===== src/shared/acc_logic_params.svh =====
// Constants for the accumulator logic and/or unit
`ifndef ACC_LOGIC_PARAMS_SVH
`define ACC_LOGIC_PARAMS_SVH

// ----------------------------------------------------------------
// Data widths
// ----------------------------------------------------------------
`define ACC_W 32
`define ACC_MSB 31
`define WORD_W 16
`define CNT_W 6

// ----------------------------------------------------------------
// Stack geometry
// ----------------------------------------------------------------
`define STACK_DEPTH 8
`define STACK_LVL_W 4

// ----------------------------------------------------------------
// Formatted bit count limits and reset values
// ----------------------------------------------------------------
`define FMT_CNT_MIN 6'h01
`define FMT_CNT_MAX 6'h20
`define ACC_RST 32'h0000_0000
`define STACK_RST 32'h0000_0000
`define LVL_ONE 4'h1

`endif


===== src/shared/acc_logic_pkg.sv =====
// Types shared by the accumulator logic and/or unit
package acc_logic_pkg;

    // ------------------------------------------------------------
    // Operation codes, one-hot
    // ------------------------------------------------------------
    typedef enum logic [3:0] {
        OP_AND_STACK    = 4'b0001,
        OP_OR_WORD      = 4'b0010,
        OP_OR_DOUBLE    = 4'b0100,
        OP_OR_FORMATTED = 4'b1000
    } acc_op_e;

    // ------------------------------------------------------------
    // Command from the sequencer and operand fetch logic
    // ------------------------------------------------------------
    typedef struct packed {
        acc_op_e op;
        logic [15:0] word_lo;
        logic [15:0] word_hi;
        logic use_const;
        logic [31:0] const_val;
        logic [31:0] disc_bits;
        logic [5:0] bit_count;
    } acc_cmd_s;

    // ------------------------------------------------------------
    // Status flags with their update strobes
    // ------------------------------------------------------------
    typedef struct packed {
        logic zero_result_flag;
        logic negative_result_flag;
        logic zero_updated;
        logic negative_updated;
    } acc_flags_s;

endpackage


===== src/verilog/accumulator_logic_and_or_unit.sv =====
// Accumulator logic datapath: and-with-stack and the or family
`include "acc_logic_params.svh"

module accumulator_logic_and_or_unit
    import acc_logic_pkg::*;
(
    input wire logic sys_clk_i,
    input wire logic sys_rst_i,
    input wire logic cmd_valid_i,
    input wire acc_cmd_s cmd_i,
    input wire logic acc_load_i,
    input wire logic [31:0] acc_load_data_i,
    input wire logic stack_push_i,
    input wire logic [31:0] stack_push_data_i,
    output logic [31:0] acc_o,
    output logic [31:0] stack_top_o,
    output logic [3:0] stack_level_o,
    output acc_flags_s flags_o,
    output logic done_o,
    output logic cmd_error_o
);

    // ------------------------------------------------------------
    // Storage
    // ------------------------------------------------------------
    logic [31:0] acc_reg;
    logic [31:0] stack_reg [`STACK_DEPTH];
    logic [3:0] level_reg;
    logic zero_reg;
    logic negative_reg;
    logic zero_upd_reg;
    logic negative_upd_reg;
    logic done_reg;
    logic error_reg;

    // ------------------------------------------------------------
    // Decode and result
    // ------------------------------------------------------------
    logic [31:0] result_next;
    logic acc_wr;
    logic upd_zero;
    logic upd_negative;
    logic stack_pop;
    logic cmd_bad;
    logic cnt_ok;
    logic [31:0] fmt_mask;
    logic [31:0] double_operand;
    logic push_take;
    logic load_take;

    // One mask bit per accumulator bit, set below the count
    genvar b;
    generate
        for (b = 0; b < `ACC_W; b = b + 1)
        begin : g_mask
            assign fmt_mask[b] = (6'(b) < cmd_i.bit_count);
        end
    endgenerate

    // Count outside 1..32 cannot be a legal run
    assign cnt_ok = (cmd_i.bit_count >= `FMT_CNT_MIN) &&
                    (cmd_i.bit_count <= `FMT_CNT_MAX);

    // Immediate or memory pair, high word in the upper half
    assign double_operand = cmd_i.use_const ? cmd_i.const_val
                          : {cmd_i.word_hi, cmd_i.word_lo};

    // Command decode; an illegal op or count only raises the error, leaving accumulator, stack and flag values alone
    always_comb
    begin
        result_next = acc_reg;
        acc_wr = 1'b0;
        upd_zero = 1'b0;
        upd_negative = 1'b0;
        stack_pop = 1'b0;
        cmd_bad = 1'b0;
        if (cmd_valid_i)
        begin
            unique case (cmd_i.op)
                OP_AND_STACK:
                begin
                    result_next = acc_reg & stack_reg[0];
                    acc_wr = 1'b1;
                    stack_pop = 1'b1;
                    upd_zero = 1'b1;
                    upd_negative = 1'b1;
                end
                OP_OR_WORD:
                begin
                    result_next = {acc_reg[31:16],
                                   acc_reg[15:0] | cmd_i.word_lo};
                    acc_wr = 1'b1;
                    upd_zero = 1'b1;
                end
                OP_OR_DOUBLE:
                begin
                    result_next = acc_reg | double_operand;
                    acc_wr = 1'b1;
                    upd_zero = 1'b1;
                    upd_negative = 1'b1;
                end
                OP_OR_FORMATTED:
                begin
                    if (cnt_ok)
                    begin
                        result_next = acc_reg | (cmd_i.disc_bits & fmt_mask);
                        acc_wr = 1'b1;
                        upd_zero = 1'b1;
                        upd_negative = 1'b1;
                    end
                    else
                    begin
                        cmd_bad = 1'b1;
                    end
                end
                default:
                begin
                    cmd_bad = 1'b1;
                end
            endcase
        end
    end

    // Maintenance ports yield to a command in the same cycle
    assign load_take = acc_load_i && !cmd_valid_i;
    assign push_take = stack_push_i && !cmd_valid_i;

    // ------------------------------------------------------------
    // Accumulator
    // ------------------------------------------------------------

    // Written by an operation or by a direct load
    always_ff @(posedge sys_clk_i)
    begin
        if (sys_rst_i)
        begin
            acc_reg <= `ACC_RST;
        end
        else if (acc_wr)
        begin
            acc_reg <= result_next;
        end
        else if (load_take)
        begin
            acc_reg <= acc_load_data_i;
        end
    end

    // ------------------------------------------------------------
    // Accumulator stack
    // ------------------------------------------------------------

    // Pop moves every entry up; bottom refills with zero
    genvar s;
    generate
        for (s = 0; s < `STACK_DEPTH; s = s + 1)
        begin : g_stack
            always_ff @(posedge sys_clk_i)
            begin
                if (sys_rst_i)
                begin
                    stack_reg[s] <= `STACK_RST;
                end
                else if (stack_pop)
                begin
                    if (s == `STACK_DEPTH - 1)
                    begin
                        stack_reg[s] <= `STACK_RST;
                    end
                    else
                    begin
                        stack_reg[s] <= stack_reg[(s + 1) % `STACK_DEPTH];
                    end
                end
                else if (push_take)
                begin
                    if (s == 0)
                    begin
                        stack_reg[s] <= stack_push_data_i;
                    end
                    else
                    begin
                        stack_reg[s] <= stack_reg[(s + `STACK_DEPTH - 1) % `STACK_DEPTH]; // Wrap keeps dead index legal
                    end
                end
            end
        end
    endgenerate

    // Occupancy; a push on a full stack drops the bottom entry
    always_ff @(posedge sys_clk_i)
    begin
        if (sys_rst_i)
        begin
            level_reg <= '0;
        end
        else if (stack_pop)
        begin
            if (level_reg != '0)
            begin
                level_reg <= level_reg - `LVL_ONE;
            end
        end
        else if (push_take)
        begin
            if (level_reg != 4'(`STACK_DEPTH))
            begin
                level_reg <= level_reg + `LVL_ONE;
            end
        end
    end

    // ------------------------------------------------------------
    // Status flags
    // ------------------------------------------------------------

    // Each flag is only touched by an op that writes it
    always_ff @(posedge sys_clk_i)
    begin
        if (sys_rst_i)
        begin
            zero_reg <= 1'b0;
        end
        else if (upd_zero)
        begin
            zero_reg <= (result_next == `ACC_RST);
        end
    end

    // Word or leaves this one standing on purpose
    always_ff @(posedge sys_clk_i)
    begin
        if (sys_rst_i)
        begin
            negative_reg <= 1'b0;
        end
        else if (upd_negative)
        begin
            negative_reg <= result_next[`ACC_MSB];
        end
    end

    // Update strobes tell consumers a flag value was replaced
    always_ff @(posedge sys_clk_i)
    begin
        if (sys_rst_i)
        begin
            zero_upd_reg <= 1'b0;
            negative_upd_reg <= 1'b0;
        end
        else
        begin
            zero_upd_reg <= upd_zero;
            negative_upd_reg <= upd_negative;
        end
    end

    // ------------------------------------------------------------
    // Completion
    // ------------------------------------------------------------

    // Single-cycle ops: done or error pulses one edge after take
    always_ff @(posedge sys_clk_i)
    begin
        if (sys_rst_i)
        begin
            done_reg <= 1'b0;
            error_reg <= 1'b0;
        end
        else
        begin
            done_reg <= acc_wr;
            error_reg <= cmd_bad;
        end
    end

    // ------------------------------------------------------------
    // Outputs, all straight from flops
    // ------------------------------------------------------------
    assign acc_o = acc_reg;
    assign stack_top_o = stack_reg[0];
    assign stack_level_o = level_reg;
    assign flags_o = '{zero_result_flag: zero_reg,
                       negative_result_flag: negative_reg,
                       zero_updated: zero_upd_reg,
                       negative_updated: negative_upd_reg};
    assign done_o = done_reg;
    assign cmd_error_o = error_reg;

endmodule


===== config.mk =====
export PLATFORM = sky130hd
export DESIGN_NAME = accumulator_logic_and_or_unit
export DESIGN_NICKNAME = d
export VERILOG_FILES = /design/src/shared/acc_logic_pkg.sv /design/src/verilog/accumulator_logic_and_or_unit.sv
export VERILOG_INCLUDE_DIRS = /design/src /design/src/shared
export SDC_FILE = /design/constraint.sdc
export NUM_CORES = 1
export LEC_CHECK = 0
export ABC_AREA = 1
export CAP_MARGIN = 0
export CORE_MARGIN = 1
export CORE_UTILIZATION = 54
export CTS_BUF_LIST = sky130_fd_sc_hd__clkbuf_2 sky130_fd_sc_hd__clkbuf_4 sky130_fd_sc_hd__clkbuf_8
export CTS_CLUSTER_DIAMETER = 150
export CTS_CLUSTER_SIZE = 30
export DETAILED_ROUTE_END_ITERATION = 10
export DONT_BUFFER_PORTS = 1
export PLACE_DENSITY = 0.69
export RECOVER_POWER = 100
export SLEW_MARGIN = 20
export SYNTH_ARGS = -nofsm -noshare
export SYNTH_HDL_FRONTEND = slang
export SYNTH_SLANG_ARGS = --single-unit

===== constraint.sdc =====
create_clock -name sys_clk_i -period 17.7 [get_ports sys_clk_i]
set_clock_uncertainty 0.2 [all_clocks]
set_input_delay 1.77 -clock sys_clk_i [delete_from_list [all_inputs] [get_ports sys_clk_i]]
set_output_delay 1.77 -clock sys_clk_i [all_outputs]
set_load 0.02 [all_outputs]

## Word-level counts from Yosys, hierarchy flattened

Memories as Yosys holds them, arrays and structs flattened.
Index checks and enable logic that the tools add are counted.

| operators by class | value |
|---|---|
| equal/unequal tests | 6 |
| order comparisons | 34 |
| bitwise gates (word level) | 22 |
| muxes and demuxes | 44 |
| reduce and logical (&&, ||, !) cells | 13 |
| add/subtract/negate cells | 2 |

Operator list:

| cell | number |
|---|---|
| $mux W32 | 21 |
| $pmux W32 S4 | 1 |
| $lt A5 B6 Y1 const A | 16 |
| $and A32 B32 Y32 | 2 |
| $or A32 B32 Y32 | 2 |
| $lt A4 B6 Y1 const A | 8 |
| $logic_not A32 Y1 | 1 |
| $lt A3 B6 Y1 const A | 4 |
| $mux W4 | 4 |
| $or A1 B1 Y1 | 16 |
| $or A16 B16 Y16 | 1 |
| $mux W1 | 15 |
| $lt A1 B6 Y1 const A | 2 |
| $lt A2 B6 Y1 const A | 2 |
| $ge A6 B1 Y1 const B | 1 |
| $le A6 B6 Y1 const B | 1 |
| $pmux W1 S2 | 3 |
| $reduce_bool A2 Y1 | 3 |
| $add A4 B1 Y4 const B | 1 |
| $eq A4 B1 Y1 const B | 1 |
| $eq A4 B2 Y1 const B | 1 |
| $eq A4 B3 Y1 const B | 1 |
| $eq A4 B4 Y1 const B | 1 |
| $ne A4 B4 Y1 const B | 1 |
| other kinds (9) | 12 |

| word-level totals | value |
|---|---|
| memory bits (writable) | 256 |
| input bits | 176 |
| memories kept | 1 |
| word-level logic and storage cells | 129 |
| flip-flop bits (word level) | 41 |

Memory list:

| name | words | bits a word | rd ports | clocked after memory_dff | wr ports | line | RTL |
|---|---|---|---|---|---|---|---|
| stack_reg | 8 | 32 | 8 | 0 | 8 | accumulator_logic_and_or_unit.sv:27 | `` logic [31:0] stack_reg [`STACK_DEPTH]; `` |

## Logic depth before layout (Yosys ltp)

Gate-level depths: netlist of run 1.

| depth | value |
|---|---|
| depth after elaboration | 8 |
| depth in mapped cells | 18 |
| depth with buffers taken out | 16 |

## Worst setup path after synthesis of run 1

Ideal clock, no wire load.

| timing path | value |
|---|---|
| path kind | input port to flip-flop |
| start point | in cmd_valid_i |
| end point | mem stack_reg[0][0] (enable) |
| cell stages on the path | 4 |
| path buffers | 1 |
| data arrival time | 7.274 ns |
| path slack | 7.921 ns |
| data required time | 15.195 ns |
| cell sequence | inv_1 > nand2_1 > clkbuf_1 > nand3_1 |

RTL lines:

| element | line | RTL |
|---|---|---|
| from (decl) | accumulator_logic_and_or_unit.sv:9 | `input wire logic cmd_valid_i,` |
| to (decl) | accumulator_logic_and_or_unit.sv:27 |  |

==> out/qor_table.md, run 1 <==
| Metric | This run | Unit |
| --- | --- | --- |
| Flip-flop count of the largest register after layout | 256 | - |
| Amount of wire on met2 after detailed routing | 20.2 | mm |
| Wire length reported by the detailed router | 40.9 | mm |
| Area of the core region | 27000 | µm² |
| Startpoint class of the critical path | input pin | - |
| Combined area of the multi-input logic cells | 4890 | µm² |
| Starting density of the core | 55.0 | % |
| Result of the run | finished with violations | - |
| # DRC | 0 | - |
| Critical path's largest stage delay | 2.90 | ns |
| Crit path capture type | flop | - |
| Synthesized net count | 1816 | - |
| Post-route cell area | 15100 | µm² |
| Final GP Congestion | 0.970 | - |
| Count of hold buffers inserted by post-cts repair | 0 | - |
| Largest net degree at the start of global routing | 113 | - |
| Iteration-0 DRC Markers | 1157 | - |
| Critical Path Fanout Max | 92 | - |
| Worst Path Class, Setup | input pin to flop | - |
| Path class of the lowest-slack min-delay path | flop to flop | - |
| Setup violations, final | 0 | - |
| # clock sinks | 297 | - |
| Share of total power in the clock network | 22.6 | % |
| Cell area after synthesis | 14800 | µm² |
| Proportion of netlist area held by the largest area contributor | 51.9 | % |
| Mean number of vias per cell | 6.06 | - |
| Reg power frac | 66.9 | % |
| Met1 Routed Length | 16.6 | mm |
| Yosys top cell by area | edfxtp_1 | - |
| Post-synth top cells | 427 x nand2_1, 256 x edfxtp_1, 238 x inv_1 | - |
| Final cycle utilization of the critical path | 57.6 | % |
| Slowest stage cell, crit path | nand2_1 | - |
| Maximum VDD drop | 0.0000456 | V |
| Number of primary I/O pins | 250 | - |
| Ordered list of cells on the worst path | nor2_1 -> clkinv_1 -> nor2_1 -> clkbuf_1 -> nand2_1 -> clkbuf_1 -> o21ai_0 | - |
| Remaining Overflow, GRT | 0 | - |
| Die X-Extent | 168 | µm |
| Post-synthesis sequential element count | 297 | - |
| Final net count | 1742 | - |
| Largest cells by area after synthesis | edfxtp_1 52%, nand2_1 11%, inv_1 6.0%, dfxtp_1 5.5%, o22ai_1 5.5% | - |
| Count of cell types in the netlist | 41 | - |
| Rel. slew slack | -234 | % |
| Post-detail-place hpwl | 27.6 | mm |
| Pins over their slew limit | 744 | - |
| Die outline height | 168 | µm |
| Share of synthesized area occupied by flip-flops and latches | 57.4 | % |
| Arrival time of data at the critical path endpoint | 10.32 | ns |
| Skew-Pair Late Insertion Delay | 0.57 | ns |
| Synth warnings | 0 | - |
| Power density of the placed cells | 84.7 | nW/µm² |
| First-pass GRT wire length | 62.0 | mm |
| Switching share of power | 26.9 | % |
| Antenna Violating Nets Remaining | 0 | - |
| Fraction of registers with async set or reset after synthesis | 0 | % |
| Post-CTS Repair Setup Buffers | 0 | - |
| Number of gates resized after cts | 0 | - |
| Clock-pin slew on the worst setup and hold paths | 0.20 | ns |
| Library cell used as clock root buffer | clkbuf_8 | - |
| Die outline area | 28100 | µm² |
| Final setup slack of the worst path | 7.51 | ns |
| # rows | 60 | - |
| Layout cells sized above 1 | 3.18 | % |
| Top-count cell post-synth | nand2_1 | - |
| Relative contribution of combinational cells to total power | 10.6 | % |
| Number of H-tree levels | 1 | - |
| Maximum clock rate | 0.0981 | GHz |
| Area Overhead vs Synth | 1.61 | % |
| Max-cap violations | 12 | - |
| Via count of the first global-routing pass | 10800 | - |
| Total clock buffers created by CTS | 13 | - |
| Number of synthesized flops with an enable pin | 256 | - |
| Number of standard cells after synthesis | 1637 | - |
| Internal | 933 | µW |
| Register-to-Register Setup Slack | 15.49 | ns |
| Tmin final | 10.19 | ns |
| Global-route usage over all layers | 28.4 | % |
| Post-place setup slack | 12.17 | ns |
| Longest Clk Path Bufs | 3 | - |
| Number of port buffers | 0 | - |
| Detailed-routed wire length on met3 | 2.66 | mm |
| Pre-Repair DR Iteration Count | 6 | - |
| Net Switching | 343 | µW |
| Register cell area after layout | 8510 | µm² |
| Required arrival time at the worst endpoint | 17.83 | ns |
| Average cell area after synthesis | 9.05 | µm² |
| Total negative slack | 0 | ns |
| Antenna violations before repair | 2 | - |
| Detailed-route via count | 11600 | - |
| Flip-flop cell with the highest count after synthesis | edfxtp_1 | - |
| Transition at the pin with the smallest max-transition slack | 5.01 | ns |
| Highest metal layer with signal wires | met4 | - |
| Failing checks | capacitance limit, slew limit | - |
| TritonCTS clock tree | done | - |
| Leakage power of the design | 0.00589 | µW |
| Setup repair after global routing missed its margin | no | - |
| Filler cell count in the final layout | 2469 | - |
| Placed cell area | 14900 | µm² |
| Total count of hold-check failures in the final report | 0 | - |
| Average routed wire per standard cell | 21.4 | µm |
## layout by cell type, fill, tap and decap left out, drive strengths merged
| master | instances |
|---|---|
| a21oi | 17 |
| nand3 | 99 |
| a22oi | 2 |
| edfxtp | 256 |
| o211ai | 1 |
| dfxtp | 41 |
| o41ai | 1 |
| o21ai | 122 |
| nand2 | 432 |
| o21a | 1 |
| fa | 1 |
| inv | 245 |
| a32o | 35 |
| nor3 | 1 |
| o31ai | 1 |
| a31oi | 10 |
| a221oi | 15 |
| o21bai | 2 |
| xnor2 | 2 |
| xor2 | 1 |
| clkinv | 3 |
| nand4 | 4 |
| o22ai | 131 |
| clkinvlp | 2 |
| a21boi | 8 |
| clkbuf | 28 |
| ha | 2 |
| buf | 4 |
| diode | 2 |
| nand3b | 2 |
| nor2 | 100 |
| and3 | 1 |
## worst paths after layout
check                         from                to  depth (start not counted)
setup reg to reg          acc_o[0]          zero_reg                         13
setup / recovery        cmd_i[106]  stack_reg[2][31]                          7
hold / removal    stack_reg[5][30]  stack_reg[6][30]                          1
hold reg to reg   stack_reg[5][30]  stack_reg[6][30]                          1
## power groups by stage
| stage | clock network, µW | logic (µW) | registers (µW) |
|---|---|---|---|
| 6_report | 288 | 135 | 853 |
| 5_1_grt | 309 | 149 | 858 |
| 4_1_cts | 292 | 135 | 851 |
| 3_5_place_dp | 0 | 134 | 867 |
| 3_3_place_gp | 0 | 132 | 865 |
| 2_1_floorplan | 0 | 104 | 863 |
## critical path, delay by kind of cell
kind / cells / cell delay (ns)
compound gates: 1 / 0.71
buf+inv: 3 / 4.32
simple gates: 3 / 3.42
## per-stage QoR
stage,instances,power [µW],util [%],hold WS [ns]
floorplan,1637,967,-,0.246
global placement,1889,997,55.4,0.335
detailed placement,1889,1000,55.4,0.334
CTS,1911,1280,56.3,0.373
global route,1913,1320,55.9,0.386
finish,1913,1280,55.9,0.372
## final cells by class
class / instances / share of cell area [%]
clock inverters: 2 / 0.0831
diodes: 2 / 0.0332
multi-input cells: 991 / 32.4
clock buffers: 20 / 1.54
well taps: 341 / 2.83
repair buffers: 12 / 0.399
flip-flops and latches: 297 / 56.5
inverters: 248 / 6.19
## logic make-up after synthesis
family | count (synthesis) | synth area share, %
and+or+nand+nor | 639 | 17.7
AOI/OAI and AO/OA | 346 | 15.2
DFF | 297 | 57.4
adders and majority gates | 3 | 0.304
xor gates and xnor gates | 3 | 0.177
buffers and inverters | 349 | 9.27
## metal layers
metal / track usage [%] / up-vias
met5: 0 / -
met4: 10.8 / 0
met3: 3.92 / 84
met2: 49.7 / 466
met1: 35.9 / 5645
li1: - / 5404
Note: power is estimated with default switching activity, not from simulation.
==> run 2, diff against run 1 <==
==> constraint.sdc (replaced) <==
create_clock -name sys_clk_i -period 9.8 [get_ports sys_clk_i]
set_clock_uncertainty 0.2 [all_clocks]
set_input_delay 0.98 -clock sys_clk_i [delete_from_list [all_inputs] [get_ports sys_clk_i]]
set_output_delay 0.98 -clock sys_clk_i [all_outputs]
set_load 0.02 [all_outputs]
==> run 2 against run 1 <==
Effect of this change: the flow still finishes with violations (capacitance limit, slew limit); combinational power grew 76%; non-clock buffer count down 2; critical path depth stayed put; via count decreased by 1.4%; power grew 80%; hold slack lost 0.12 ns; global-route usage about the same; sequential cell count is the same; final area about the same; count of clock-buffer cells in the layout is the same; final cell count did not move; utilization about the same; critical endpoint is now stack_reg[1][7].
==> out/qor_table.md, run 2 (synthesis results as in run 1) <==
| Metric | This run | Unit | vs previous |
| --- | --- | --- | --- |
| Iteration-0 DRC Markers | 1138 | - | was 1157 |
| Wire length reported by the detailed router | 40.6 | mm | was 40.9 mm |
| Highest-count cells in the layout ignoring fill and taps | 429 x nand2_1, 256 x edfxtp_1, 239 x inv_1 | - | was 431 x nand2_1, 256 x edfxtp_1, 240 x inv_1 |
| Transition at the pin with the smallest max-transition slack | 3.20 | ns | was 5.01 ns |
| Global-route usage over all layers | 28.4 | % | about the same |
| Die outline area | 28100 | µm² | unchanged |
| Setup violations, final | 0 | - | unchanged |
| # clock sinks | 297 | - | unchanged |
| Layout cells sized above 1 | 3.25 | % | was 3.18% |
| Rel. slew slack | -113 | % | was -234% |
| Skew-Pair Late Insertion Delay | 0.58 | ns | was 0.57 ns |
| Power density of the placed cells | 153 | nW/µm² | was 84.7 nW/µm² |
| Tmin final | 6.53 | ns |  |
| Die X-Extent | 168 | µm | unchanged |
| Cell family contributing the most delay on the critical path | buffers and inverters | - | unchanged |
| Clock-pin slew on the worst setup and hold paths | 0.21 | ns | was 0.20 ns |
| Antenna violations before repair | 5 | - | was 2 |
| Post-detail-place hpwl | 27.8 | mm | was 27.6 mm |
| Setup repair after global routing missed its margin | no | - | unchanged |
| Final GP Congestion | 0.935 | - | was 0.970 |
| Number of H-tree levels | 1 | - | unchanged |
| TritonCTS clock tree | done | - | unchanged |
| Area Overhead vs Synth | 1.60 | % | was 1.61% |
| Longest Clk Path Bufs | 3 | - | unchanged |
| Total clock buffers created by CTS | 13 | - | unchanged |
| Register cell area after layout | 8510 | µm² | unchanged |
| Area of the core region | 27000 | µm² | unchanged |
| Start of the worst register-to-register path | stack_level_o[3] | - | was acc_o[0] |
| Ordered list of cells on the worst path | nor2_4 -> inv_2 -> nor2_1 -> clkbuf_1 -> nand2_2 -> nand3_1 -> buf_12 | - | was nor2_1 -> clkinv_1 -> nor2_1 -> clkbuf_1 -> nand2_1 -> clkbuf_1 -> o21ai_0 |
| Max-cap violations | 6 | - | was 12 |
| Required arrival time at the worst endpoint | 9.78 | ns | was 17.83 ns |
| Pre-Repair DR Iteration Count | 6 | - | unchanged |
| Number of port buffers | 0 | - | unchanged |
| Maximum clock rate | 0.153 | GHz |  |
| Failing checks | capacitance limit, slew limit | - | unchanged |
| Cell count of the worst reg-to-reg path | 4 | - | was 13 |
| Arrival time of data at the critical path endpoint | 6.51 | ns | was 10.32 ns |
| Count of hold buffers inserted by post-cts repair | 0 | - | unchanged |
| Worst Path Class, Setup | input pin to flop | - | unchanged |
| Worst r2r dst | stack_level_o[2] | - | was zero_reg |
| Startpoint class of the critical path | input pin | - | unchanged |
| Leakage power of the design | 0.00592 | µW | was 0.00589 µW |
| Remaining Overflow, GRT | 0 | - | unchanged |
| Buffers and inverters on the worst path | 3 | - | unchanged |
| Critical Path Fanout Max | 188 | - | was 92 |
| Hold_ws | 0.252 | ns | was 0.372 ns |
| Via count of the first global-routing pass | 10700 | - | was 10800 |
| Detailed-route via count | 11400 | - | was 11600 |
| Die outline height | 168 | µm | unchanged |
| Leading cell type in the layout, fill and taps excluded | nand2_1 | - | unchanged |
| Final net count | 1740 | - | was 1742 |
| Average routed wire per standard cell | 21.2 | µm | was 21.4 µm |
| Crit path from | cmd_i[106] | - | unchanged |
| # rows | 60 | - | unchanged |
| Maximum VDD drop | 0.0000830 | V | was 0.0000456 V |
| Final setup slack of the worst path | 3.27 | ns | was 7.51 ns |
| Number of gates resized after cts | 0 | - | unchanged |
| Number of primary I/O pins | 250 | - | unchanged |
| Critical path's largest stage delay | 2.24 | ns | was 2.90 ns |
| Post-place setup slack | 5.60 | ns | was 12.17 ns |
| Flip-flop count of the largest register after layout | 256 | - | unchanged |
| Mean number of vias per cell | 5.98 | - | was 6.06 |
| Starting density of the core | 55.0 | % | unchanged |
| Final core area utilization | 55.9 | % | about the same |
| Antenna Violating Nets Remaining | 0 | - | unchanged |
| Total negative slack | 0 | ns | unchanged |
| Stages on worst setup path | 7 | - | unchanged |
| Total count of hold-check failures in the final report | 0 | - | unchanged |
| Crit path capture type | flop | - | unchanged |
| Register-to-Register Setup Slack | 7.65 | ns | was 15.49 ns |
| Library cell used as clock root buffer | clkbuf_8 | - | unchanged |
| Result of the run | finished with violations | - | unchanged |
| Combined area of the multi-input logic cells | 4870 | µm² | was 4890 µm² |
| Slowest stage cell, crit path | clkbuf_1 | - | was nand2_1 |
| Design Power | 2300 | µW | was 1280 µW |
| Post-CTS Repair Setup Buffers | 0 | - | unchanged |
| Filler cell count in the final layout | 2443 | - | was 2469 |
| Largest net degree at the start of global routing | 189 | - | was 113 |
| Path class of the lowest-slack min-delay path | input pin to flop | - | was flop to flop |
| # DRC | 0 | - | unchanged |
| Setup crit end | stack_reg[1][7] | - | was stack_reg[2][31] |
| First-pass GRT wire length | 61.9 | mm | was 62.0 mm |
| Pins over their slew limit | 224 | - | was 744 |
| Final cycle utilization of the critical path | 66.6 | % |  |
-- run 2: changes by cell type in the layout (fill, tap and decap cells not counted), sizes merged --
cell / before / now
diode: 2 / 5
clkinvlp: 2 / 0
clkbuf: 28 / 23
inv: 245 / 247
buf: 4 / 7
clkinv: 3 / 2
-- run 2: power by group --
part	total, µW	switching (µW)	leakage, µW	internal, µW
logic	238	173	0.00271	64.9
clock network	520	367	0.000130	154
registers	1540	76.1	0.00308	1460
total	2300	616	0.00592	1680
-- run 2: per-stage QoR --
step | area (µm²) | cells
after CTS | 15200 | 1908
final | 15100 | 1913
after global routing | 15100 | 1913
after detailed placement | 14900 | 1887
after floorplan | 14800 | 1637
after global placement | 14900 | 1887
-- run 2: area by class of cell --
| type | instances | area share (%) |
|---|---|---|
| sequential | 297 | 56.5 |
| multi-input combinational | 991 | 32.3 |
| inverter | 248 | 6.20 |
| tap | 341 | 2.83 |
| clock buffer | 20 | 1.54 |
| timing repair buffer | 10 | 0.507 |
| antenna | 5 | 0.0831 |
| clock inverter | 1 | 0.0332 |
-- run 2: how the worst min path moves through the flow --
stage                                 from          endpoint  cells past startpoint
after floorplan                   zero_reg          zero_reg                      2
after global placement    stack_reg[7][23]  stack_reg[6][23]                      2
after detailed placement  stack_reg[7][23]  stack_reg[6][23]                      2
after CTS                        sys_rst_i         acc_o[20]                      1
after global routing             sys_rst_i         acc_o[21]                      1
final                            sys_rst_i         acc_o[21]                      1
-- run 2: per-layer routing --
metal	wire length, µm	part of all wire [%]	vias up	GRT usage (%)
li1	-	-	5407	-
met1	16200	40	5481	36.6
met2	19700	48	471	47.8
met3	3000	7.4	81	4.61
met4	1670	4.1	0	12.0
met5	0	0	-	0
